[src/common/probe_defs.svh]
// Register offsets, field positions, reset values and timing counts
// for the serial probe monitor. Assumes inclusion by bare name.
`ifndef PROBE_DEFS_SVH
`define PROBE_DEFS_SVH

// ----------------------------------------------------------------
// Register indices (byte address is four times the index)
// ----------------------------------------------------------------
`define IDX_MONITOR_CTRL 16'h2106
`define IDX_PROBE0_HIGH 16'h210d
`define IDX_PROBE0_LOW 16'h210e
`define IDX_PROBE1 16'h210f
`define IDX_PROBE2 16'h2110
`define IDX_PROBE3 16'h2111
`define IDX_MONITOR_STATUS 16'h2112

// ----------------------------------------------------------------
// Field positions
// ----------------------------------------------------------------
`define MONITOR_ENABLE_BIT 1
`define STAT_BUSY_BIT 0
`define STAT_OVERRUN_BIT 1
`define STAT_COUNT_LSB 8

// ----------------------------------------------------------------
// Reset values and sizes
// ----------------------------------------------------------------
`define RST_ENABLE 1'h0
`define RST_PROBE0 10'h000
`define RST_PROBE 8'h00
`define PROBE_BITS 10
`define PROBE_COUNT 4
`define CE_DIV_DEFAULT 4

`endif

[src/common/probe_pkg.sv]
// Types shared by the probe monitor modules.
// Assumes the defs header supplies all numeric constants.
package probe_pkg;

    // Serial output sequencer states
    typedef enum logic {
        ST_IDLE,
        ST_SHIFT
    } mon_state_e;

    // One probe as shifted on the pin
    typedef logic [9:0] probe_t;

endpackage

[src/logic/ce_tick_divider.sv]
// Divides the system clock into one-cycle compute-engine bit ticks.
// Assumes restart comes from logic on the same clock.
`timescale 1ns/1ps

module ce_tick_divider #(
    parameter int DIV = 4
) (
    input wire logic clk,
    input wire logic rst,
    input wire logic restart,
    output logic tick
);

    // ----------------------------------------------------------------
    // Divider counter
    // ----------------------------------------------------------------
    localparam int CW = (DIV > 1) ? $clog2(DIV) : 1;

    generate
        if (DIV < 1) begin : g_bad_div
            $error("ce_tick_divider: DIV must be at least 1");
        end
    endgenerate

    logic [CW-1:0] cnt_r;
    wire at_end = (cnt_r == CW'(DIV - 1));

    // Restart realigns the phase so every bit lasts exactly DIV cycles
    always_ff @(posedge clk) begin
        if (rst || restart || at_end) begin
            cnt_r <= '0;
        end else begin
            cnt_r <= cnt_r + CW'(1);
        end
    end

    assign tick = at_end && !restart;

endmodule

[src/logic/probe_shifter.sv]
// Parallel-in serial-out shifter, most significant bit first.
// Assumes load and abort never coincide with a caller expecting both.
`timescale 1ns/1ps

module probe_shifter #(
    parameter int WIDTH = 40
) (
    input wire logic clk,
    input wire logic rst,
    input wire logic load,
    input wire logic [WIDTH-1:0] load_data,
    input wire logic bit_en,
    input wire logic abort,
    output logic serial_bit,
    output logic busy,
    output logic [7:0] bits_left
);

    // ----------------------------------------------------------------
    // Shift register and bit counter
    // ----------------------------------------------------------------
    generate
        if (WIDTH < 1 || WIDTH > 255) begin : g_bad_width
            $error("probe_shifter: WIDTH must be 1 to 255");
        end
    endgenerate

    logic [WIDTH-1:0] sh_r;
    logic [7:0] left_r;

    // Abort wins so a disabled monitor never emits a stale bit
    always_ff @(posedge clk) begin
        if (rst || abort) begin
            sh_r <= '0;
            left_r <= 8'h00;
        end else if (load) begin
            sh_r <= load_data;
            left_r <= 8'(WIDTH);
        end else if (bit_en && left_r != 8'h00) begin
            sh_r <= {sh_r[WIDTH-2:0], 1'b0};
            left_r <= left_r - 8'h01;
        end
    end

    assign serial_bit = sh_r[WIDTH-1];
    assign busy = (left_r != 8'h00);
    assign bits_left = left_r;

endmodule

[src/logic/realtime_probe_monitor.sv]
// Serial probe monitor: APB registers, pass-triggered probe stream.
// Assumes pass_start is a one-cycle pulse from the compute engine,
// on clk, and that the monitor pin goes straight to a device pad.
// Passes arriving mid-stream are dropped and flagged.
//
// How it works
// Enable cleared holds monitor pin low
// Enabled: four probes shifted before each pass; the code shifts them after each pass_start
// Probe registers ignored while enable is zero
// Probe zero ten bits, high two separate
// Other probes eight bits, zero-extended to ten
// Order zero to three, MSB first, one per tick
//
// Added by the designer: the APB slave port.
`timescale 1ns/1ps
`include "probe_defs.svh"

module realtime_probe_monitor #(
    parameter int CE_DIV = `CE_DIV_DEFAULT
) (
    input wire logic clk,
    input wire logic rst,
    input wire logic psel,
    input wire logic penable,
    input wire logic pwrite,
    input wire logic [15:0] paddr,
    input wire logic [31:0] pwdata,
    input wire logic [3:0] pstrb,
    output logic [31:0] prdata,
    output logic pready,
    output logic pslverr,
    input wire logic pass_start,
    output logic serial_monitor_pin
);

    // ----------------------------------------------------------------
    // Sizes and checks
    // ----------------------------------------------------------------
    localparam int STREAM_BITS = `PROBE_BITS * `PROBE_COUNT;

    generate
        if (CE_DIV < 1) begin : g_bad_div
            $error("realtime_probe_monitor: CE_DIV must be at least 1");
        end
        if (STREAM_BITS > 255) begin : g_bad_stream
            $error("realtime_probe_monitor: stream too long for the bit counter");
        end
    endgenerate

    // Byte address of a register index
    function automatic logic [15:0] reg_addr(input logic [15:0] idx);
        reg_addr = {idx[13:0], 2'b00};
    endfunction

    // Widen one probe byte to the ten-bit shifted form
    function automatic probe_pkg::probe_t widen(input logic [7:0] b);
        widen = {2'b00, b};
    endfunction

    // Read word of a byte register; upper bits read zero
    function automatic logic [31:0] byte_word(input logic [7:0] b);
        byte_word = {24'h0, b};
    endfunction

    // ----------------------------------------------------------------
    // Software registers
    // ----------------------------------------------------------------
    logic monitor_enable_r;
    logic [1:0] probe0_high_r;
    logic [7:0] probe0_low_r;
    logic [7:0] probe1_r;
    logic [7:0] probe2_r;
    logic [7:0] probe3_r;
    logic overrun_r;
    logic [15:0] pass_count_r;
    logic [31:0] prdata_r;

    // Address decode on the held APB address
    wire hit_ctrl = (paddr == reg_addr(`IDX_MONITOR_CTRL));
    wire hit_p0h = (paddr == reg_addr(`IDX_PROBE0_HIGH));
    wire hit_p0l = (paddr == reg_addr(`IDX_PROBE0_LOW));
    wire hit_p1 = (paddr == reg_addr(`IDX_PROBE1));
    wire hit_p2 = (paddr == reg_addr(`IDX_PROBE2));
    wire hit_p3 = (paddr == reg_addr(`IDX_PROBE3));
    wire hit_stat = (paddr == reg_addr(`IDX_MONITOR_STATUS));
    wire hit_any = hit_ctrl | hit_p0h | hit_p0l | hit_p1 | hit_p2 | hit_p3 | hit_stat;

    // Phases of a transfer; zero wait states
    wire setup_ph = psel && !penable;
    wire access_ph = psel && penable;
    wire wr_lane0 = access_ph && pwrite && pstrb[0] && hit_any;
    wire wr_ctrl = wr_lane0 && hit_ctrl;
    wire wr_stat = wr_lane0 && hit_stat;

    assign pready = access_ph;
    assign pslverr = access_ph && !hit_any;

    // ----------------------------------------------------------------
    // Sequencer signals
    // ----------------------------------------------------------------
    probe_pkg::mon_state_e state_r;
    probe_pkg::mon_state_e state_nxt;
    logic sh_bit;
    logic sh_busy;
    logic [7:0] sh_left;
    logic ce_tick;
    logic pin_r;

    // A pass is served only when enabled and no stream is under way
    wire start_ok = pass_start && monitor_enable_r && (state_r == probe_pkg::ST_IDLE);
    wire pass_lost = pass_start && monitor_enable_r && (state_r == probe_pkg::ST_SHIFT);
    wire abort = !monitor_enable_r;

    // Stream ends on the tick that moves the last bit out
    wire last_tick = ce_tick && (sh_left == 8'h01);

    // Snapshot order: probe zero first, each MSB first
    wire [STREAM_BITS-1:0] stream_word = {probe0_high_r, probe0_low_r,
        widen(probe1_r), widen(probe2_r), widen(probe3_r)};

    // ----------------------------------------------------------------
    // Register writes; only byte lane 0 carries data
    // ----------------------------------------------------------------
    // One write strobe per register
    wire wr_p0h = wr_lane0 && hit_p0h;
    wire wr_p0l = wr_lane0 && hit_p0l;
    wire wr_p1 = wr_lane0 && hit_p1;
    wire wr_p2 = wr_lane0 && hit_p2;
    wire wr_p3 = wr_lane0 && hit_p3;

    // Enable; clearing it aborts a stream at once
    always_ff @(posedge clk) begin
        if (rst) begin
            monitor_enable_r <= `RST_ENABLE;
        end else if (wr_ctrl) begin
            monitor_enable_r <= pwdata[`MONITOR_ENABLE_BIT];
        end
    end

    // Probe zero, upper two bits in their own word
    always_ff @(posedge clk) begin
        if (rst) begin
            probe0_high_r <= 2'(`RST_PROBE0 >> 8);
        end else if (wr_p0h) begin
            probe0_high_r <= pwdata[1:0];
        end
    end

    // Probe zero, low byte
    always_ff @(posedge clk) begin
        if (rst) begin
            probe0_low_r <= `RST_PROBE;
        end else if (wr_p0l) begin
            probe0_low_r <= pwdata[7:0];
        end
    end

    // Probe one; its top two stream bits are fixed zero
    always_ff @(posedge clk) begin
        if (rst) begin
            probe1_r <= `RST_PROBE;
        end else if (wr_p1) begin
            probe1_r <= pwdata[7:0];
        end
    end

    // Probe two
    always_ff @(posedge clk) begin
        if (rst) begin
            probe2_r <= `RST_PROBE;
        end else if (wr_p2) begin
            probe2_r <= pwdata[7:0];
        end
    end

    // Probe three
    always_ff @(posedge clk) begin
        if (rst) begin
            probe3_r <= `RST_PROBE;
        end else if (wr_p3) begin
            probe3_r <= pwdata[7:0];
        end
    end

    // ----------------------------------------------------------------
    // Pass bookkeeping
    // ----------------------------------------------------------------
    // Overrun is sticky, write one to clear; a new loss wins the clear
    always_ff @(posedge clk) begin
        if (rst) begin
            overrun_r <= 1'b0;
        end else if (pass_lost) begin
            overrun_r <= 1'b1;
        end else if (wr_stat && pwdata[`STAT_OVERRUN_BIT]) begin
            overrun_r <= 1'b0;
        end
    end

    // Passes actually streamed, wraps; handy for bench correlation
    always_ff @(posedge clk) begin
        if (rst) begin
            pass_count_r <= 16'h0000;
        end else if (start_ok) begin
            pass_count_r <= pass_count_r + 16'h0001;
        end
    end

    // ----------------------------------------------------------------
    // Read data, registered in the setup cycle
    // ----------------------------------------------------------------
    wire [31:0] rd_ctrl = {30'h0, monitor_enable_r, 1'b0};
    wire [31:0] rd_stat = {pass_count_r, sh_left, 6'h00, overrun_r, sh_busy};

    // One word per register, upper bits zero
    wire [31:0] rd_p0h = {30'h0, probe0_high_r};
    wire [31:0] rd_p0l = byte_word(probe0_low_r);
    wire [31:0] rd_p1 = byte_word(probe1_r);
    wire [31:0] rd_p2 = byte_word(probe2_r);
    wire [31:0] rd_p3 = byte_word(probe3_r);

    // Selection by address; unmapped reads zero
    wire [31:0] rd_mux =
        hit_ctrl ? rd_ctrl :
        hit_p0h ? rd_p0h :
        hit_p0l ? rd_p0l :
        hit_p1 ? rd_p1 :
        hit_p2 ? rd_p2 :
        hit_p3 ? rd_p3 :
        hit_stat ? rd_stat : 32'h0;

    always_ff @(posedge clk) begin
        if (rst) begin
            prdata_r <= 32'h0;
        end else if (setup_ph && !pwrite) begin
            prdata_r <= rd_mux;
        end
    end

    assign prdata = prdata_r;

    // ----------------------------------------------------------------
    // Sequencer
    // ----------------------------------------------------------------
    always_comb begin
        state_nxt = state_r;
        case (state_r)
            probe_pkg::ST_IDLE: begin
                if (start_ok) state_nxt = probe_pkg::ST_SHIFT;
            end
            probe_pkg::ST_SHIFT: begin
                if (abort || last_tick) begin
                    state_nxt = probe_pkg::ST_IDLE;
                end
            end
            default: state_nxt = probe_pkg::ST_IDLE;
        endcase
    end

    always_ff @(posedge clk) begin
        if (rst) begin
            state_r <= probe_pkg::ST_IDLE;
        end else begin
            state_r <= state_nxt;
        end
    end

    // ----------------------------------------------------------------
    // Bit timing and shifting
    // ----------------------------------------------------------------
    ce_tick_divider #(
        .DIV(CE_DIV)
    ) u_div (
        .clk(clk),
        .rst(rst),
        .restart(start_ok),
        .tick(ce_tick)
    );

    probe_shifter #(
        .WIDTH(STREAM_BITS)
    ) u_shift (
        .clk(clk),
        .rst(rst),
        .load(start_ok),
        .load_data(stream_word),
        .bit_en(ce_tick),
        .abort(abort),
        .serial_bit(sh_bit),
        .busy(sh_busy),
        .bits_left(sh_left)
    );

    // ----------------------------------------------------------------
    // Monitor pin
    // ----------------------------------------------------------------
    // Pin from a flop so the pad sees no decode glitches
    always_ff @(posedge clk) begin
        if (rst) begin
            pin_r <= 1'b0;
        end else begin
            pin_r <= monitor_enable_r && sh_busy && sh_bit;
        end
    end

    assign serial_monitor_pin = pin_r;

endmodule

[config.mk]
export PLATFORM = sky130hd
export DESIGN_NAME = realtime_probe_monitor
export DESIGN_NICKNAME = d
export VERILOG_FILES = /design/src/common/probe_pkg.sv /design/src/logic/ce_tick_divider.sv /design/src/logic/probe_shifter.sv /design/src/logic/realtime_probe_monitor.sv
export VERILOG_INCLUDE_DIRS = /design/src /design/src/common
export SDC_FILE = /design/constraint.sdc
export NUM_CORES = 1
export LEC_CHECK = 0
export ABC_AREA = 1
export BUFFER_PORTS_ARGS = -buffer_cell sky130_fd_sc_hd__buf_4
export CAP_MARGIN = 20
export CORE_MARGIN = 2
export CORE_UTILIZATION = 41
export CTS_BUF_LIST = sky130_fd_sc_hd__clkbuf_4 sky130_fd_sc_hd__clkbuf_8 sky130_fd_sc_hd__clkbuf_16
export DETAILED_ROUTE_END_ITERATION = 8
export GPL_TIMING_DRIVEN = 0
export PLACE_DENSITY = 0.65
export RECOVER_POWER = 50
export SETUP_SLACK_MARGIN = 0.02
export SYNTH_ARGS = -nofsm -noshare
export SYNTH_HDL_FRONTEND = slang
export SYNTH_SLANG_ARGS = --single-unit
[constraint.sdc]
create_clock -name clk -period 2.3 [get_ports clk]
set_clock_uncertainty 0.1 [all_clocks]
set_input_delay 0.115 -clock clk [delete_from_list [all_inputs] [get_ports clk]]
set_output_delay 0.115 -clock clk [all_outputs]
set_load 0.02 [all_outputs]
==> flow_summary.ini <==
[run_status]
run_status = finished, final reports clean

[min_path]
min_to = prdata[31]$_SDFFE_PP0P_
min_path_cells = 5
min-delay-path-class = input port to flop
min_from = psel

[critical_path]
timing.reg2reg.worst_path_depth = 11
timing.critical_path.required_ns = 2.54
setup.worst_path.start_class = input port
path_max_fanout = 7
regToRegEndpoint = u_shift.sh_r[20]$_SDFFE_PP0P_
worst_setup_path_end_kind = flop
reg2reg_from = u_shift.bits_left[0]$_SDFFE_PP0P_
arrival_ns = 2.40
criticalPathCategory = input port to flop
timing.reg2reg.setup_slack_ns = 0.15

[power_and_ir_drop]
seq_power_share_pct = 45.9
comb_power_share_pct = 3.7
clock_power_share_pct = 50.4
p_int_mw = 4.03
switching_power_mw = 1.12
power-per-cell-area_nw_per_um2 = 681
max-vdd-ir-drop_mv = 0.540
netSwitchingFraction_pct = 21.7
power.leakage_nw = 3.03
design_power_total_mw = 5.15

[clock_tree]
cts_inserted_buffers = 17
ctsHtreeMaxLevel = 4
cts_buffer_depth = 2
cts.sinks = 136
clock_tree_from_tritoncts = done
insertion_delay_of_the_later_clocked_pin_in_the_worst_skew_pair_ns = 0.42
ctsRootBufferMaster = sky130_fd_sc_hd__clkbuf_16
clk_pin_slew_ns = 0.06

[global_route]
first_pass_grt_wire_length_um = 27900
grt_pass1_vias = 5595
grt_max_degree = 17
grt_remaining_overflow = 0
globalRouteTotalUtil_pct = 21.8
grt_antenna_before_repair = 0

[route]
drt-vias-per-instance = 5.05
routed_wl_um = 17600
drc = 0
drt-pass1-iter-count = 7
avgRoutedWirePerCell_um = 14.8
route.antenna.remaining_nets = 0
dr_total_vias = 5994
detailedRoute.firstIterationViolations = 498

[synthesis]
synth_most_common_cell = sky130_fd_sc_hd__nand2_1
synth_common_cells = sky130_fd_sc_hd__nand2_1, sky130_fd_sc_hd__nor2_1, sky130_fd_sc_hd__dfxtp_1, sky130_fd_sc_hd__inv_1, sky130_fd_sc_hd__a21oi_1
synth_area_leaders = sky130_fd_sc_hd__dfxtp_1, sky130_fd_sc_hd__nand2_1, sky130_fd_sc_hd__nor2_1
syn_inst = 889
synth.ff_latch_count = 136
syn-cell-area_um2 = 6260
postSynth.asyncResetShare_pct = 0
synth_top_flop_cell = sky130_fd_sc_hd__dfxtp_1
post_synth.cell_area_avg_um2 = 7.04
synth_top_cell_by_area = sky130_fd_sc_hd__dfxtp_1
synth_enable_flop_cells = 0
syn-num-nets = 951
synthDominantCellAreaShare_pct = 43.5
synth_warnings = 0
synth.yosys.seq_area_share_pct = 43.5
yosys.cell_types.count = 38

[timing]
worst_slew_margin_rel_pct = 45.4
unrepaired_setup_endpoints_after_global_routing = true
setup_violations = 0
tightestPinTransition_ns = 0.812
sum_of_negative_setup_slack_ns = 0
final.period_utilization_pct = 93.8
number_of_endpoints_with_negative_hold_slack_in_the_final_report = 0
post-route-min-period_ns = 2.16
final-max-slew-violation-count = 0
max_freq_mhz = 464

[finish]
synthToLayoutAreaGrowth_pct = 20.7
post-route-util_pct = 50.2
drive_gt1_share_pct = 11.5
fillCellCount = 1560
antenna-diode-count = 0
num-nets-final = 1048

[run]
max_cap_viol_count = 0

[die]
placement_rows = 45
dieHeight_um = 128
initial_core_util_pct = 41.6
width_of_the_chip_um = 128
die-area_um2 = 16300
core_region_area_um2 = 15000
design.portCount = 93

[placement]
gp_congestion = 0.874
port_buffers = 65
hpwl_um = 12900
how the worst max path moves through the flow:
stage / from / to / slack (ns) / cells after the start
finish: penable / prdata[9]$_SDFFE_PP0P_ / 0.14 / 6
global route: u_shift.bits_left[0]$_SDFFE_PP0P_ / u_shift.sh_r[20]$_SDFFE_PP0P_ / -0.02 / 11
CTS: u_shift.bits_left[0]$_SDFFE_PP0P_ / u_shift.sh_r[6]$_SDFFE_PP0P_ / 0.03 / 11
detailed placement: u_shift.bits_left[0]$_SDFFE_PP0P_ / u_shift.sh_r[16]$_SDFFE_PP0P_ / -0.02 / 11
global placement: u_shift.bits_left[0]$_SDFFE_PP0P_ / u_shift.sh_r[35]$_SDFFE_PP0P_ / -0.05 / 11
floorplan: u_shift.bits_left[0]$_SDFFE_PP0P_ / u_shift.sh_r[2]$_SDFFE_PP0P_ / 0.43 / 11
registers in the layout, summed over array words and instances (netlist names), 2 cells and up:
| register | flops |
|---|---|
| u_shift.sh_r | 40 |
| prdata | 32 |
| pass_count_r | 16 |
| probe0_low_r | 8 |
| probe1_r | 8 |
| probe2_r | 8 |
| probe3_r | 8 |
| u_shift.bits_left | 8 |
| probe0_high_r | 2 |
| u_div.cnt_r | 2 |
cell type report:
cell class	count	area, um^2	area share, %
flip-flops and latches	136	2720	36.1
well taps	188	235	3.11
clock buffers	22	488	6.46
plain buffers	37	189	2.50
clock inverters	9	73.8	0.977
repair buffers	78	487	6.44
inverters	118	443	5.86
multi-input cells	598	2910	38.6
power by group through the flow:
| stage | Sequential (mW) | Combinational [mW] | Clock, mW |
|---|---|---|---|
| 2_1_floorplan | 2.41 | 0.0908 | 0 |
| 3_3_place_gp | 2.41 | 0.176 | 0 |
| 3_5_place_dp | 2.41 | 0.177 | 0 |
| 4_1_cts | 2.36 | 0.195 | 2.62 |
| 5_1_grt | 2.36 | 0.212 | 2.72 |
| 6_report | 2.36 | 0.192 | 2.59 |
through the flow:
stage	hold WS, ns	area (um^2)	cells	worst slack (ns)
6_report	0.0812	7550	1186	0.143
5_1_grt	0.0831	7550	1186	-0.0208
4_1_cts	0.0616	7680	1186	0.0292
3_5_place_dp	0.270	6980	1142	-0.0167
3_3_place_gp	0.258	6980	1142	-0.0484
2_1_floorplan	0.150	6260	889	0.429
logic make-up after synthesis:
kind of cell	count (synthesis)	synth area share, %
DFF	136	43.5
adders and majority gates	4	0.800
and+or+nand+nor	447	32.1
AOI/OAI and AO/OA	147	13.6
buffers and inverters	155	9.94
cell usage in the layout, fill, tap and decap left out, drive strengths merged, types with 9 or more instances in the layout:
master	instances
buf	40
clkinv	9
dlygate4sd3	13
nand4	25
a21oi	64
inv	117
nor2	151
dfxtp	136
a31oi	17
clkbuf	84
o21ai	36
nand3	57
a221oi	19
nand2	201
critical path: stages:
cell and delay (ns):
sky130_fd_sc_hd__dlygate4sd3_1 0.53, sky130_fd_sc_hd__clkbuf_4 0.14, sky130_fd_sc_hd__nor3_2 0.60, sky130_fd_sc_hd__dlygate4sd3_1 0.75
sky130_fd_sc_hd__nand3_1 0.10, sky130_fd_sc_hd__a21oi_1 0.16
routing by layer:
metal / GRT usage [%] / vias to the layer above / routed length, um
met1: 28.7 / 2726 / 8200
met5: 0 / - / 0
met2: 36.4 / 162 / 8250
met4: 6.72 / 0 / 299
met3: 4.15 / 23 / 834
li1: - / 3083 / -
repair_timing:
| action | in CTS | in global routing |
|---|---|---|
| endpoints found under the hold margin | 31 | 0 |
| cloned | 0 | 0 |
| endpoints found under the setup margin | 18 | 32 |
| hold buffers | 13 | 0 |
| buffers inserted | 0 | 0 |
| pin swaps | 0 | 1 |
| resized for setup | 1 | 17 |
Power figures use the tool's default switching activity.
